### src/fifo_port_pkg.sv
// Shared constants for the dual-port FIFO flag block.
// Assumes a single clock domain; both ports run on mclk.
package fifo_port_pkg;
  // ----------------------------------------
  // Widths and offsets
  // ----------------------------------------
  localparam int DATA_WIDTH = 9;
  localparam int OFFSET_WIDTH = 10;
  localparam int BUF_DEPTH = 32;
  localparam logic [OFFSET_WIDTH-1:0] OFFSET_DEFAULT_PAR = 10'h07F;
  localparam logic [OFFSET_WIDTH-1:0] OFFSET_DEFAULT_SER = 10'h3FF;
  localparam logic [DATA_WIDTH-1:0] DATA_RESET = 9'h000;
  // ----------------------------------------
  // Flag stage counts
  // ----------------------------------------
  localparam int FULL_STAGES = 2;
  localparam int EMPTY_STAGES = 2;
  localparam int READY_STAGES = 3;
endpackage

### src/fifo_port_flags.sv
// Write and read port control with full/ready and empty/ready flags.
// Assumes one clock mclk; write and read clients both use it, with
// per-port clock-active inputs standing for stopped clocks.
//
// Contract
// - Write stores word when enabled, not full
// - Write enable high stores nothing
// - Idle port clock holds its flags
// - Write side sets half-full, read clears
// - Standard full flag low when full, blocks
// - Fall-through input-ready high when full, blocks
// - Write enable ignored while full
// - Read moves next word to output
// - Read enable high holds output register except on fall-through load
// - Standard mode needs read enable each word
// - First word falls through on third edge
// - Output-ready low as first word appears
// - Output-ready high only on true read
// - Output-ready high blocks further reads
// - Serial offset bit shifted per write edge
// - Serial enable high keeps offsets
// - Output enable low drives data, else released
// - Load at reset picks defaults, method
// - Load low programs offsets in serial mode only
// - Standard full after depth writes
// - Fall-through full after depth plus one
// - Flags pass two or three register stages
// - Mode pin at reset picks timing mode
// - Reset clears pointers, output, flags
`timescale 1ns/1ps
`default_nettype none
module fifo_port_flags
  import fifo_port_pkg::*;
#(
  parameter int DEPTH = BUF_DEPTH
) (
  input wire logic mclk,
  input wire logic reset_n,
  input wire logic writeClockActive,
  input wire logic readClockActive,
  input wire logic writeEnable_n,
  input wire logic [DATA_WIDTH-1:0] dataIn,
  input wire logic readEnable_n,
  input wire logic outputEnable_n,
  input wire logic offset_load_n,
  input wire logic serial_prog_enable,
  input wire logic mode_select_serial_in,
  output logic [DATA_WIDTH-1:0] data_out,
  output logic dataOutEnable,
  output logic full_or_input_ready,
  output logic empty_or_output_ready,
  output logic half_full_flag,
  output logic fall_through_mode,
  output logic serialMode,
  output logic [OFFSET_WIDTH-1:0] emptyOffset,
  output logic [OFFSET_WIDTH-1:0] fullOffset
);
  // ----------------------------------------
  // Declarations
  // ----------------------------------------
  localparam int LW = $clog2(DEPTH) + 1;
  logic strapDone_reg;                      // Straps captured after reset
  logic fall_through_mode_reg;                           // Fall-through mode selected
  logic serial_reg;                         // Serial programming selected
  logic [OFFSET_WIDTH-1:0] emptyOff_reg;    // Almost-empty offset
  logic [OFFSET_WIDTH-1:0] fullOff_reg;     // Almost-full offset
  logic [DATA_WIDTH-1:0] outWord_reg;       // Output register
  logic outHeld_reg;                        // Output register holds unread word
  logic [FULL_STAGES-1:0] fullPipe_reg;     // Full flag stages
  logic [READY_STAGES-1:0] emptyPipe_reg;   // Empty/ready stages
  logic dataOutEn_reg;                      // Data driver enable
  logic [DATA_WIDTH-1:0] dataOut_reg;       // Driven data
  logic bufInValid;
  logic bufInReady;
  logic bufOutValid;
  logic bufOutReady;
  logic [DATA_WIDTH-1:0] bufOutData;
  logic [LW-1:0] bufLevel;
  logic doWrite;
  logic stdRead;
  logic ftLoad;
  logic fullNow;
  logic emptyNow;
  logic [LW:0] stored;

  // Total word count, including a held fall-through word
  function automatic logic [LW:0] totalWords(input logic [LW-1:0] lvl, input logic held);
    totalWords = {1'b0, lvl} + {{LW{1'b0}}, held};
  endfunction

  // ----------------------------------------
  // Storage array
  // ----------------------------------------
  sync_fifo #(.WIDTH(DATA_WIDTH), .DEPTH(DEPTH)) sync_fifo_inst (
    .mclk(mclk),
    .reset_n(reset_n),
    .inValid(bufInValid),
    .inReady(bufInReady),
    .inData(dataIn),
    .outValid(bufOutValid),
    .outReady(bufOutReady),
    .outData(bufOutData),
    .level(bufLevel)
  );

  // Write only when enabled, clock running and space left
  assign doWrite = writeClockActive && !writeEnable_n && bufInReady && strapDone_reg;
  assign bufInValid = doWrite;
  // Standard read: enable low, read clock running, words present
  assign stdRead = !fall_through_mode_reg && readClockActive && !readEnable_n && bufOutValid;
  // Fall-through load: output empty, or true read of the held word
  // Waits for the second ready stage so the first word lands on the third read edge
  assign ftLoad = fall_through_mode_reg && readClockActive && bufOutValid && emptyPipe_reg[READY_STAGES-2]
                  && (!outHeld_reg || !readEnable_n);
  assign bufOutReady = stdRead || ftLoad;
  assign stored = totalWords(bufLevel, fall_through_mode_reg && outHeld_reg);
  assign fullNow = !bufInReady;
  assign emptyNow = fall_through_mode_reg ? !(bufOutValid || outHeld_reg) : !bufOutValid;

  // ----------------------------------------
  // Strap capture after reset release
  // ----------------------------------------
  // Mode and load straps sampled on first edge after reset
  always_ff @(posedge mclk or negedge reset_n) begin
    if (!reset_n) begin
      strapDone_reg <= 1'b0;
      fall_through_mode_reg <= 1'b0;
      serial_reg <= 1'b0;
    end else if (!strapDone_reg) begin
      strapDone_reg <= 1'b1;
      fall_through_mode_reg <= mode_select_serial_in;
      serial_reg <= offset_load_n;
    end
  end

  // ----------------------------------------
  // Offset registers
  // ----------------------------------------
  // Defaults at strap time, then serial shift when selected
  always_ff @(posedge mclk or negedge reset_n) begin
    if (!reset_n) begin
      emptyOff_reg <= OFFSET_DEFAULT_PAR;
      fullOff_reg <= OFFSET_DEFAULT_PAR;
    end else if (!strapDone_reg) begin
      // Load high picks the larger default
      emptyOff_reg <= offset_load_n ? OFFSET_DEFAULT_SER : OFFSET_DEFAULT_PAR;
      fullOff_reg <= offset_load_n ? OFFSET_DEFAULT_SER : OFFSET_DEFAULT_PAR;
    end else if (serial_reg && writeClockActive && !offset_load_n && !serial_prog_enable) begin
      // One bit per write edge, empty offset then full offset
      emptyOff_reg <= {fullOff_reg[0], emptyOff_reg[OFFSET_WIDTH-1:1]};
      fullOff_reg <= {mode_select_serial_in, fullOff_reg[OFFSET_WIDTH-1:1]};
    end
    // Serial enable high leaves both offsets unchanged
  end

  // ----------------------------------------
  // Output register
  // ----------------------------------------
  // Loads on standard read or fall-through load, else holds
  always_ff @(posedge mclk or negedge reset_n) begin
    if (!reset_n) begin
      outWord_reg <= DATA_RESET;
      outHeld_reg <= 1'b0;
    end else if (bufOutReady) begin
      outWord_reg <= bufOutData;
      outHeld_reg <= fall_through_mode_reg;
    end else if (fall_through_mode_reg && readClockActive && !readEnable_n && outHeld_reg) begin
      // True read of last word: word stays, marked consumed
      outHeld_reg <= 1'b0;
    end
    // Enable high, no fall-through load: register keeps its word
  end

  // ----------------------------------------
  // Full / input-ready flag
  // ----------------------------------------
  // Two stages on write side; idle write clock holds the flag
  always_ff @(posedge mclk or negedge reset_n) begin
    if (!reset_n) begin
      fullPipe_reg <= '0;
    end else if (writeClockActive) begin
      fullPipe_reg <= {fullPipe_reg[FULL_STAGES-2:0], fullNow};
    end
  end

  // ----------------------------------------
  // Empty / output-ready flag
  // ----------------------------------------
  // Not-empty shifts in; standard flag uses stage two, fall-through load waits on stage two
  always_ff @(posedge mclk or negedge reset_n) begin
    if (!reset_n) begin
      emptyPipe_reg <= '0;
    end else if (readClockActive) begin
      emptyPipe_reg <= {emptyPipe_reg[READY_STAGES-2:0], !emptyNow};
    end
  end

  // ----------------------------------------
  // Half-full flag
  // ----------------------------------------
  // Write side may set it low, read side may only release it
  always_ff @(posedge mclk or negedge reset_n) begin
    if (!reset_n) begin
      half_full_flag <= 1'b1;
    end else if (writeClockActive && stored > (LW+1)'(DEPTH / 2)) begin
      half_full_flag <= 1'b0;
    end else if (readClockActive && stored <= (LW+1)'(DEPTH / 2)) begin
      half_full_flag <= 1'b1;
    end
  end

  // ----------------------------------------
  // Registered outputs
  // ----------------------------------------
  // Data bus driver, released while output enable is high
  always_ff @(posedge mclk or negedge reset_n) begin
    if (!reset_n) begin
      dataOut_reg <= DATA_RESET;
      dataOutEn_reg <= 1'b0;
    end else begin
      dataOutEn_reg <= !outputEnable_n;
      dataOut_reg <= bufOutReady ? bufOutData : outWord_reg;
    end
  end

  // Flag pins from flops; polarity follows the mode
  always_ff @(posedge mclk or negedge reset_n) begin
    if (!reset_n) begin
      full_or_input_ready <= 1'b1;
      empty_or_output_ready <= 1'b0;
    end else begin
      // Each pin moves only on an edge of its own port clock
      if (writeClockActive) begin
        full_or_input_ready <= fall_through_mode_reg ? fullPipe_reg[FULL_STAGES-1]
                                        : !fullPipe_reg[FULL_STAGES-1];
      end
      if (readClockActive) begin
        empty_or_output_ready <= fall_through_mode_reg ? !(outHeld_reg || ftLoad)
                                          : emptyPipe_reg[EMPTY_STAGES-1];
      end
    end
  end

  // Status copies out of flops
  always_ff @(posedge mclk or negedge reset_n) begin
    if (!reset_n) begin
      fall_through_mode <= 1'b0;
      serialMode <= 1'b0;
      emptyOffset <= OFFSET_DEFAULT_PAR;
      fullOffset <= OFFSET_DEFAULT_PAR;
    end else begin
      fall_through_mode <= fall_through_mode_reg;
      serialMode <= serial_reg;
      emptyOffset <= emptyOff_reg;
      fullOffset <= fullOff_reg;
    end
  end

  assign data_out = dataOut_reg;
  assign dataOutEnable = dataOutEn_reg;
endmodule
`default_nettype wire

### src/sync_fifo.sv
// Parameterised valid/ready FIFO used as the storage array.
// Assumes one clock and an active-low asynchronous reset.
`timescale 1ns/1ps
`default_nettype none
module sync_fifo #(
  parameter int WIDTH = 9,
  parameter int DEPTH = 32
) (
  input wire logic mclk,
  input wire logic reset_n,
  input wire logic inValid,
  output logic inReady,
  input wire logic [WIDTH-1:0] inData,
  output logic outValid,
  input wire logic outReady,
  output logic [WIDTH-1:0] outData,
  output logic [$clog2(DEPTH):0] level
);
  // ----------------------------------------
  // Storage and pointers
  // ----------------------------------------
  localparam int AW = $clog2(DEPTH);
  logic [WIDTH-1:0] mem [DEPTH];      // Word storage
  logic [AW-1:0] wrPtr_reg;           // Next write slot
  logic [AW-1:0] rdPtr_reg;           // Next read slot
  logic [AW:0] count_reg;             // Words held
  logic doWrite;
  logic doRead;

  assign inReady = (count_reg != AW'(0) + (AW+1)'(DEPTH)) ? 1'b1 : 1'b0;
  assign outValid = (count_reg != '0);
  assign doWrite = inValid && inReady;
  assign doRead = outValid && outReady;
  assign outData = mem[rdPtr_reg];
  assign level = count_reg;

  // Memory write
  always_ff @(posedge mclk) begin
    if (doWrite) begin
      mem[wrPtr_reg] <= inData;
    end
  end

  // Pointer and count update
  always_ff @(posedge mclk or negedge reset_n) begin
    if (!reset_n) begin
      wrPtr_reg <= '0;
      rdPtr_reg <= '0;
      count_reg <= '0;
    end else begin
      if (doWrite) begin
        wrPtr_reg <= (wrPtr_reg == AW'(DEPTH - 1)) ? '0 : wrPtr_reg + 1'b1;
      end
      if (doRead) begin
        rdPtr_reg <= (rdPtr_reg == AW'(DEPTH - 1)) ? '0 : rdPtr_reg + 1'b1;
      end
      if (doWrite && !doRead) begin
        count_reg <= count_reg + 1'b1;
      end else if (doRead && !doWrite) begin
        count_reg <= count_reg - 1'b1;
      end
    end
  end
endmodule
`default_nettype wire
### config.mk
export PLATFORM = sky130hd
export DESIGN_NAME = fifo_port_flags
export DESIGN_NICKNAME = d
export VERILOG_FILES = /design/src/fifo_port_pkg.sv /design/src/fifo_port_flags.sv /design/src/sync_fifo.sv
export SDC_FILE = /design/constraint.sdc
export NUM_CORES = 1
export LEC_CHECK = 0
export ABC_AREA = 1
export BUFFER_PORTS_ARGS = -buffer_cell sky130_fd_sc_hd__buf_4
export CAP_MARGIN = 10
export CORE_MARGIN = 3
export CORE_UTILIZATION = 35
export CTS_CLUSTER_DIAMETER = 40
export CTS_CLUSTER_SIZE = 28
export DETAILED_ROUTE_END_ITERATION = 7
export PLACE_DENSITY = 0.6
export SLEW_MARGIN = 30
export SYNTH_ARGS = -nofsm -noshare
export SYNTH_HDL_FRONTEND = slang
export SYNTH_HIERARCHICAL = 1
export SYNTH_SLANG_ARGS = --single-unit
### constraint.sdc
create_clock -name mclk -period 7.3 [get_ports mclk]
set_input_delay 0.365 -clock mclk [delete_from_list [all_inputs] [get_ports mclk]]
set_output_delay 0.365 -clock mclk [all_outputs]
set_load 0.005 [all_outputs]
### After elaboration in Yosys (flattened, before gate mapping)

Memory sizes are Yosys's and may differ from the RTL's. A register that Yosys moved wholly into a read port is not among the register bits.
Cells that the tools add are included.

* add/sub/neg operators: 5
* magnitude comparators: 2
* eq/ne operators: 4
* muxes and demuxes: 19
* reduce and logical (&&, ||, !) cells: 46

Operators by type and width (count)
* $mux 10: 5
* $logic_and 1x1->1: 22
* $logic_not 1->1: 16
* $mux 6: 2
* $add 5x1->5 const B: 2
* $eq 5x5->1 const B: 2
* $mux 1: 10
* $mux 5: 2
* $add 6x1->7: 1
* $gt 7x5->1 const B: 1
* $le 7x5->1 const B: 1
* $add 6x1->6 const B: 1
* $ne 6x6->1 const B: 1
* $reduce_bool 2->1: 3
* $reduce_bool 6->1: 1
* $sub 6x1->6 const B: 1
* $logic_or 1x1->1: 4
* $ne 2x1->1 const B: 1

* bits in registers: 70
* memory bits (writable): 288
* memories kept: 1

Memories
* sync_fifo_inst.mem: words 32, bits a word 9, rd ports 1, clocked after Yosys merged registers in 1, write ports 1, RTL line sync_fifo.sv:23 `logic [WIDTH-1:0] mem [DEPTH];`

### Logic depth before layout (Yosys ltp)

Gate-level depths: netlist of the first run.

* word-level depth: 9
* depth in mapped cells: 21
* depth with buffers taken out: 20

### Cells and area by module

The synthesis of the first run kept the hierarchy.

Modules (own cells, without submodules)
* sync_fifo: times used 1, cells each 1277, area an instance 13269.0 um^2, sequential area each 9048.7 um^2
* fifo_port_flags: times used 1, cells each 231, area an instance 2418.6 um^2, sequential area each 1614.0 um^2

### Worst setup path before layout of the first run

No wires, ideal clock.

* kind: register -> register
* start: register sync_fifo_inst.count_reg[1] (netlist: sync_fifo_inst/level[1])
* end: register sync_fifo_inst.count_reg[3] (netlist: sync_fifo_inst/level[3])
* arrival: 2.548 ns
* data required time: 7.174 ns
* path slack: 4.626 ns
* stages on the path, launching flop included: 19
* path buffers: 1
* period minus slack after synthesis: 2.674 ns
* cells stage by stage: dfrtp_1 -> nor2_1 -> nand3_1 -> nor2_1 -> nand2_1 -> nand2_1 -> inv_1 -> nand3_2 -> nand2_2 -> nand2_1 -> buf_2 -> ha_1 -> inv_1 -> ha_1 -> nand2_1 -> nand3_1 -> or2_2 -> nand3_1 -> o21ai_0

* cells in the longest elaborated chain, start to end: 9

Ends and longest elaborated chain
* start, declared: RTL line sync_fifo.sv:26 `logic [AW:0] count_reg;`
* start signal, assigned: RTL line sync_fifo.sv:58 `count_reg <= count_reg + 1'b1;`
* start signal, assigned: RTL line sync_fifo.sv:60 `count_reg <= count_reg - 1'b1;`
* $reduce_bool 6->1 (*): RTL line sync_fifo.sv:31 `assign outValid = (count_reg != '0);`
* named net bufOutValid: RTL line fifo_port_flags.sv:75 `logic bufOutValid;`
* $logic_and 1x1->1 (2 in a row): RTL line fifo_port_flags.sv:113 `assign ftLoad = fall_through_mode_reg && readClockActive && bufOutValid && emptyPipe_reg[READY_STAGES-2]`
* $logic_and 1x1->1: RTL line fifo_port_flags.sv:114 `&& (!outHeld_reg || !readEnable_n);`
* $logic_or 1x1->1 (*): RTL line fifo_port_flags.sv:115 `assign bufOutReady = stdRead || ftLoad;`
* named net bufOutReady: RTL line fifo_port_flags.sv:76 `logic bufOutReady;`
* $logic_and 1x1->1 (*): RTL line sync_fifo.sv:33 `assign doRead = outValid && outReady;`
* $logic_not 1->1: RTL line sync_fifo.sv:57 `if (doWrite && !doRead) begin`
* $logic_and 1x1->1: RTL line sync_fifo.sv:57
* $mux 6 / $reduce_bool 2->1 (equally long branches)

Mark *: on every way through the listed nets, which the timed path passes. The rest lies on a longest branch. The select of a mux whose other input is x is not followed.
A chain may end at the register's enable or synchronous reset.

### Worst setup path after layout of the first run

* start: register sync_fifo_inst.count_reg[1] (netlist: sync_fifo_inst/level[1])
* end: register sync_fifo_inst.count_reg[3] (netlist: sync_fifo_inst/level[3])

RTL lines
* $ne 6x6->1 (*): RTL line sync_fifo.sv:30 `assign inReady = (count_reg != AW'(0) + (AW+1)'(DEPTH)) ? 1'b1 : 1'b0;`
* $mux 1 (*): RTL line sync_fifo.sv:30
* named net bufInReady: RTL line fifo_port_flags.sv:74 `logic bufInReady;`
* $logic_and 1x1->1 (*) (2 in a row): RTL line fifo_port_flags.sv:107 `assign doWrite = writeClockActive && !writeEnable_n && bufInReady && strapDone_reg;`
* named net bufInValid: RTL line fifo_port_flags.sv:73 `logic bufInValid;`
* $logic_and 1x1->1 (*): RTL line sync_fifo.sv:32 `assign doWrite = inValid && inReady;`
* $logic_not 1->1: RTL line sync_fifo.sv:59 `end else if (doRead && !doWrite) begin`
* $logic_and 1x1->1: RTL line sync_fifo.sv:59
* $reduce_bool 2->1 (no line)

Marks and branches as above.

==> summary.md, run 1 <==
| Metric | Value |
|---|---|
| CTS tree | `yes` |
| Placed insts | `2,088` |
| Pre-CTS setup slack | `~3.8 ns` |
| Number of diodes | `0` |
| Min cycle time layout | `3.432 ns` |
| DRT antenna net count | `0` |
| Vias in the first global route | `roughly 9,900` |
| Req. time, crit path | `between 7 and 8 ns` |
| Fraction of layout cells with a size suffix above 1 | `12.58%` |
| Largest net degree at the start of global routing | `92` |
| DRT Pass-1 Iters | `5` |
| Status | `finished clean` |
| Skew final | `0.02349 ns` |
| Hold WC Path Type | `input pin to flop` |
| Synth Instances | `1,508` |
| CP Class | `flop to flop` |
| Leakage | `7.346 nW` |
| Vias/cell | `around 4.8` |
| VDD IR max | `213.5 µV` |
| Post-route clock period utilization | `47.02%` |
| DIE HEIGHT | `about 220 µm` |
| Commonest non-fill, non-tap cell in the layout | `nand2_1` |
| Syn nets | `1,543` |
| Core region area | `0.04365 mm²` |
| Routed WL | `36,880 µm` |
| Initial antenna violation count | `0` |
| GRT Util Overall | `15.59%` |
| Distinct cells, synth | `33` |
| Post-DP HPWL | `between 20,000 and 25,000 µm` |
| Die area | `approximately 0.047 mm²` |
| Finished Cell Area | `0.01797 mm²` |
| Hold_ws | `~0.084 ns` |
| Startpoint Class | `flop` |
| Area Growth Syn to Fin | `14.52%` |
| CTS Buf Count | `38` |
| CTS root buf | `clkbuf_16` |
| Nets@finish | `1,580` |
| Row count | `76` |
| Fin. Hold Viols | `0` |
| GP Congestion | `around 0.85` |
| Power Dens Cells | `342.8 mW/mm²` |
| Synth warn | `6` |
| H-tree Lvls | `2` |
| Clock sinks | `367` |
| Syn Std Cell Area | `0.01569 mm²` |
| DP Area | `0.01672 mm²` |
| Gr ovfl total | `0` |
| Finished Layout Cells | `2,159` |
| Flops & latches, synth | `around 370` |
| Largest cells by area after synthesis | `edfxtp_1, nand2_1, dfrtp_1` |
| Mean Syn Cell Area | `10.40 µm²` |
| RSZ-0062 raised after global routing | `no` |
| Die X | `around 220 µm` |
| Maximum clock insertion buffer count | `3` |
| Slew margin rel. | `39.54%` |
| Post-route setup slack | `3.868 ns` |
| Critical Path Fanout Max | `33` |
| WL per Instance | `~17 µm` |
| Starting Density | `35.94%` |
| I/O pins | `54` |
| Cell taking the most area after synthesis | `edfxtp_1` |
| Setup crit end kind | `flop` |
| Clock slew at reported path FFs | `~0.060 ns` |
| Final setup violation count | `0` |
| Post-CTS Setup Inserts | `0` |
| Max_cap viols | `0` |
| PortBufs | `53` |
| CP arrival | `approximately 3.8 ns` |
| Via count | `approximately 10,000` |
| Commonest cells after routing, fill and taps aside | `nand2_1, edfxtp_1, nand3_1, inv_1, buf_4` |
| Slew Viols, Final | `0` |
| Max FFs per register | `288` |
| First-pass GRT wire length | `about 58,000 µm` |
| FMAX | `291.3 MHz` |
| Setup_tns | `0 ns` |
| Worst Tran Pin Value | `0.9069 ns` |
| Worst-skew pair later-pin latency | `0.54 ns` |
| Initial DRC count | `approximately 1,000` |
| Post-synthesis sequential area ratio | `67.97%` |
| Largest reg by FF count | `sync_fifo_inst/mem` |
| Drc violations | `0` |
| Top-area cell type share of the netlist area | `between 50% and 60%` |
## what timing repair did
action | 4_1_cts | 5_1_grt
endpoints found under the setup margin | 0 | 0
hold endpoints to repair | 32 | 0
hold buffers | 2 | 0
resized for setup | 0 | 0
## per-layer routing
layer  wire length [µm]  share of wire (%)  track usage, %  vias up
li1                   -                  -               -     5032
met1              16350                 44           21.30     4992
met2              18320                 50           26.52      235
met3               1550                4.2           1.979       40
met4                658                1.8           3.957        0
met5                  0                  0               0        -
## final timing paths
| kind | slack (ns) | to | start | depth (start not counted) |
|---|---|---|---|---|
| worst max-delay path | 3.87 | sync_fifo_inst/level[3] | sync_fifo_inst/level[1] | 16 |
| worst min-delay path | 0.08 | emptyPipe_reg[1] | readClockActive | 3 |
| worst max register to register | 3.87 | sync_fifo_inst/level[3] | sync_fifo_inst/level[1] | 16 |
| worst min register to register | 0.37 | emptyOffset[5] | emptyOff_reg[5] | 0 |
| max in group asynchronous | 6.28 | emptyOff_reg[6] | reset_n | 3 |
| min in group asynchronous | 0.36 | fullOff_reg[9] | reset_n | 2 |
## kinds of logic (layout without fill, tap and decap cells)
| logic type | count (synthesis) | count (layout) | synth area share (%) |
|---|---|---|---|
| xor+xnor | 5 | 5 | 0.2792 |
| buf+inv | 258 | 324 | 6.716 |
| simple gates | 774 | 774 | 20.67 |
| fa+ha+maj | 16 | 16 | 1.324 |
| flops | 367 | 367 | 67.97 |
| other cells | 1 | 1 | 0.02390 |
| compound gates | 87 | 87 | 3.023 |
## critical path: stages, from the launching register on
cell and delay (ns):
dfrtp_1 0.47, nor2_1 0.08, nand3_1 0.07, nor2_1 0.06, nand2_1 0.13, nand2_1 0.08
nor3_1 0.28, nand2_4 0.39, inv_1 0.39, ha_1 0.28, inv_1 0.13, ha_1 0.34
nand2_1 0.07, nand3_1 0.11, or2_2 0.29, nand3_1 0.06, o21ai_0 0.07
## synth_stat cells
master and count:
nand2_1 487, edfxtp_1 288, nand3_1 202, inv_1 181
dfrtp_1 49, nor2_1 42, buf_2 41, o21ai_0 39
nor3_1 35, dfstp_2 30, a21oi_1 28, clkbuf_1 18
ha_1 15, o211ai_1 9, clkinv_1 6, inv_2 5
o21ai_1 5, buf_6 4, o21a_1 3, xor2_1 3
a31oi_1 2, buf_1 2, nand2_2 2, or2_2 2
xnor2_1 2, a21boi_2 1, buf_4 1, conb_1 1
fa_1 1, nand2_4 1, nand3_2 1, nand3_4 1
nor2_2 1
## metrics by stage
step	total power [W]	util, %
final	0.006160	41.16
after floorplan	0.003692	-
after global placement	0.004269	37.91
after detailed placement	0.004310	38.32
after global routing	0.006524	41.16
after CTS	0.006204	41.15
## cell type report
type | count | area, µm²
flip-flops and latches | 367 | 10670
well taps | 585 | 732.0
multi-input cells | 883 | 4131
clock inverters | 22 | 180.2
repair buffers | 63 | 494.2
clock buffers | 47 | 1037
fillers | 4089 | 25680
inverters | 192 | 723.2
## power by group
| group | total (W) | internal (W) | switching (W) |
|---|---|---|---|
| clock network | 0.00188 | 0.00107 | 0.000813 |
| registers | 0.00248 | 0.00238 | 0.0000998 |
| logic | 0.00180 | 0.000513 | 0.00128 |
| total | 0.00616 | 0.00396 | 0.00220 |
Note: power is estimated with default switching activity, not from simulation.
==> inputs of run 2 (changes only) <==
Clock period 7.3 ns to 3.5 ns, I/O delays scaled along.
==> summary.md, run 2 (same netlist as run 1, synthesis figures left out) <==
| Metric | Value |
|---|---|
| Worst hold stages | `4 (+1)` |
| CP arrival | `3.55 ns (-0.28 ns)` |
| Largest net degree at the start of global routing | `82 (-11%)` |
| Post-route clock period utilization | `89.65% (+43 points)` |
| Commonest cells after routing, fill and taps aside | `nand2_1, edfxtp_1, nand3_1, inv_1, buf_4` |
| Slowest stage delay, CP | `0.45 ns (-0.02 ns)` |
| Via count | `10,440 (+1.4%)` |
| Worst Tran Pin Value | `0.8991 ns (-0.007776 ns)` |
| CTS tree | `yes` |
| Starting Density | `35.94% (unchanged)` |
| Post-route setup slack | `0.3621 ns (-3.505 ns)` |
| Post-CTS Setup Inserts | `0 (unchanged)` |
| Placed insts | `2,127 (+1.9%)` |
| Number of diodes | `0 (unchanged)` |
| Startpoint Class | `flop` |
| CTS root buf | `clkbuf_16` |
| Vias in the first global route | `10,310 (+3.8%)` |
| Power Dens Cells | `717.5 mW/mm² (+110%)` |
| Req. time, crit path | `3.91 ns (-3.79 ns)` |
| VDD IR max | `494.4 µV (+130%)` |
| RSZ-0062 raised after global routing | `no` |
| DRT Pass-1 Iters | `5 (unchanged)` |
| Crit path max-delay family | `simple AND/OR/NAND/NOR gates` |
| FMAX | `318.7 MHz (+9.4%)` |
| Vias/cell | `4.729 (-0.87%)` |
| Min cycle time layout | `3.138 ns (-0.2946 ns)` |
| CTS Hold Bufs | `7 (+5)` |
| First-pass GRT wire length | `57,450 µm (-0.56%)` |
| H-tree Lvls | `2 (unchanged)` |
| Pre-CTS setup slack | `0.3734 ns (-3.433 ns)` |
| DIE HEIGHT | `217.7 µm (unchanged)` |
| R2R depth | `17 (+1)` |
| Area Growth Syn to Fin | `16.38%` |
| Core region area | `0.04365 mm² (unchanged)` |
| Hold path start | `serial_prog_enable` |
| PortBufs | `53 (unchanged)` |
| DP Area | `0.01684 mm² (+0.72%)` |
| Die X | `217.7 µm (unchanged)` |
| GRT Util Overall | `15.37% (-0.23 points)` |
| Setup crit end kind | `flop` |
| I/O pins | `54 (unchanged)` |
| Critical Path Fanout Max | `11 (-67%)` |
| Largest reg by FF count | `sync_fifo_inst/mem` |
| Total power | `0.01310 W (+110%)` |
| Fin. Hold Viols | `0 (unchanged)` |
| Buf+Inv Stages, Crit Path | `2 (unchanged)` |
| Worst-skew pair later-pin latency | `0.54 ns (about the same)` |
| Row count | `76 (unchanged)` |
| Slew Viols, Final | `0 (unchanged)` |
| GP Congestion | `0.8531 (about the same)` |
| Finished Layout Cells | `2,208 (+2.3%)` |
| Commonest non-fill, non-tap cell in the layout | `nand2_1` |
| Fraction of layout cells with a size suffix above 1 | `13.19% (+0.61 points)` |
| Post-DP HPWL | `22,130 µm (-1.5%)` |
| Resized cells post-CTS | `0 (unchanged)` |
| Nets@finish | `1,626 (+2.9%)` |
| Max_cap viols | `0 (unchanged)` |
| Hold WC Path Type | `input pin to flop` |
| WL per Instance | `16.38 µm (-4.1%)` |
| Maximum clock insertion buffer count | `3 (unchanged)` |
| Max FFs per register | `288 (unchanged)` |
| Die area | `0.04740 mm² (unchanged)` |
| Slew margin rel. | `40.06% (+0.52 points)` |
| Finished Cell Area | `0.01826 mm² (+1.6%)` |
| Setup_tns | `0 ns (unchanged)` |
| Cell breakdown of the critical path | `nor2_1, nand3_1, nor2_1, nand2_1, nand2_1, inv_1, nand2_1, nand2_2, nand2_1, ha_1, inv_1, ha_1, nand2_1, nand3_1, or2_2, nand3_1, o21ai_0` |
| CTS Buf Count | `40 (+5.3%)` |
| Crit. Startpoint | `sync_fifo_inst/level[1]` |
| Initial DRC count | `827 (-21%)` |
| CP Class | `flop to flop` |
| Worst path depth | `17 (+1)` |
| DRT antenna net count | `0 (unchanged)` |
| Leakage | `7.629 nW (+3.8%)` |
| Most used cell, CP | `nand2_1` |
| Routed WL | `36,160 µm (-2.0%)` |
| Skew final | `0.009197 ns (-0.01429 ns)` |
| Final setup violation count | `0 (unchanged)` |
| Gr ovfl total | `0 (unchanged)` |
| Status | `finished clean` |
| Initial antenna violation count | `0 (unchanged)` |
| Critical R2R Launch | `sync_fifo_inst/level[1]` |
| Clock slew at reported path FFs | `0.06 ns (about the same)` |
| Clock sinks | `367 (unchanged)` |
| Drc violations | `0 (unchanged)` |
| CP max stage cell | `dfrtp_1` |
==> run 2: cell count changes in the layout (fill, tap and decap cells not counted), moves of 2 or more <==
| cell | previous run | this run |
|---|---|---|
| clkinvlp_4 | 4 | 2 |
| inv_6 | 7 | 10 |
| nor3_2 | 31 | 0 |
| clkbuf_1 | 6 | 3 |
| nor3_1 | 4 | 35 |
| clkbuf_16 | 40 | 42 |
| dlygate4sd3_1 | 2 | 7 |
| clkinv_4 | 0 | 2 |
| buf_4 | 59 | 100 |
==> run 2: routing by layer <==
layer	vias up	global-route usage (%)	share of wire, %
li1	5140	-	-
met1	4993	20.39	44
met2	240	25.94	49
met3	68	1.867	4.1
met4	0	5.849	3.4
met5	-	0	0
==> run 2: where the power goes <==
part | internal [W] | switching [W]
clock network | 0.00243 | 0.00180
logic | 0.00111 | 0.00258
registers | 0.00497 | 0.000217
total | 0.00851 | 0.00459
==> run 2: cell type report <==
cell class                      instances  area, µm²
Clock buffer                           46       1076
Clock inverter                         28      266.5
Fill cell                            4102      25390
Inverter                              192      723.2
Multi-Input combinational cell        883       3971
Sequential cell                       367      10670
Tap cell                              585      732.0
Timing Repair Buffer                  107      820.8
==> run 2: path summary, 6_finish.rpt <==
check                                                to  slack [ns]
worst min register to register            fullOffset[0]        0.36
worst max register to register  sync_fifo_inst/level[3]        0.36
worst min-delay path                    emptyOff_reg[4]        0.04
min in group asynchronous                emptyOffset[9]        0.22
worst max-delay path            sync_fifo_inst/level[3]        0.36
max in group asynchronous                 fullOffset[3]        2.39
==> run 2: tightest hold or removal path, cell delays in order <==
cell and delay (ns):
buf_4 0.08, nor2_1 0.05, nand3_4 0.17, o21ai_1 0.10
==> run 2: metrics by stage <==
step | util [%] | hold WS [ns]
3_5_place_dp | 38.59 | 0.2554
5_1_grt | 41.83 | 0.06262
4_1_cts | 41.83 | 0.005706
3_3_place_gp | 38.59 | 0.2522
6_report | 41.83 | 0.04286
2_1_floorplan | - | -0.1206
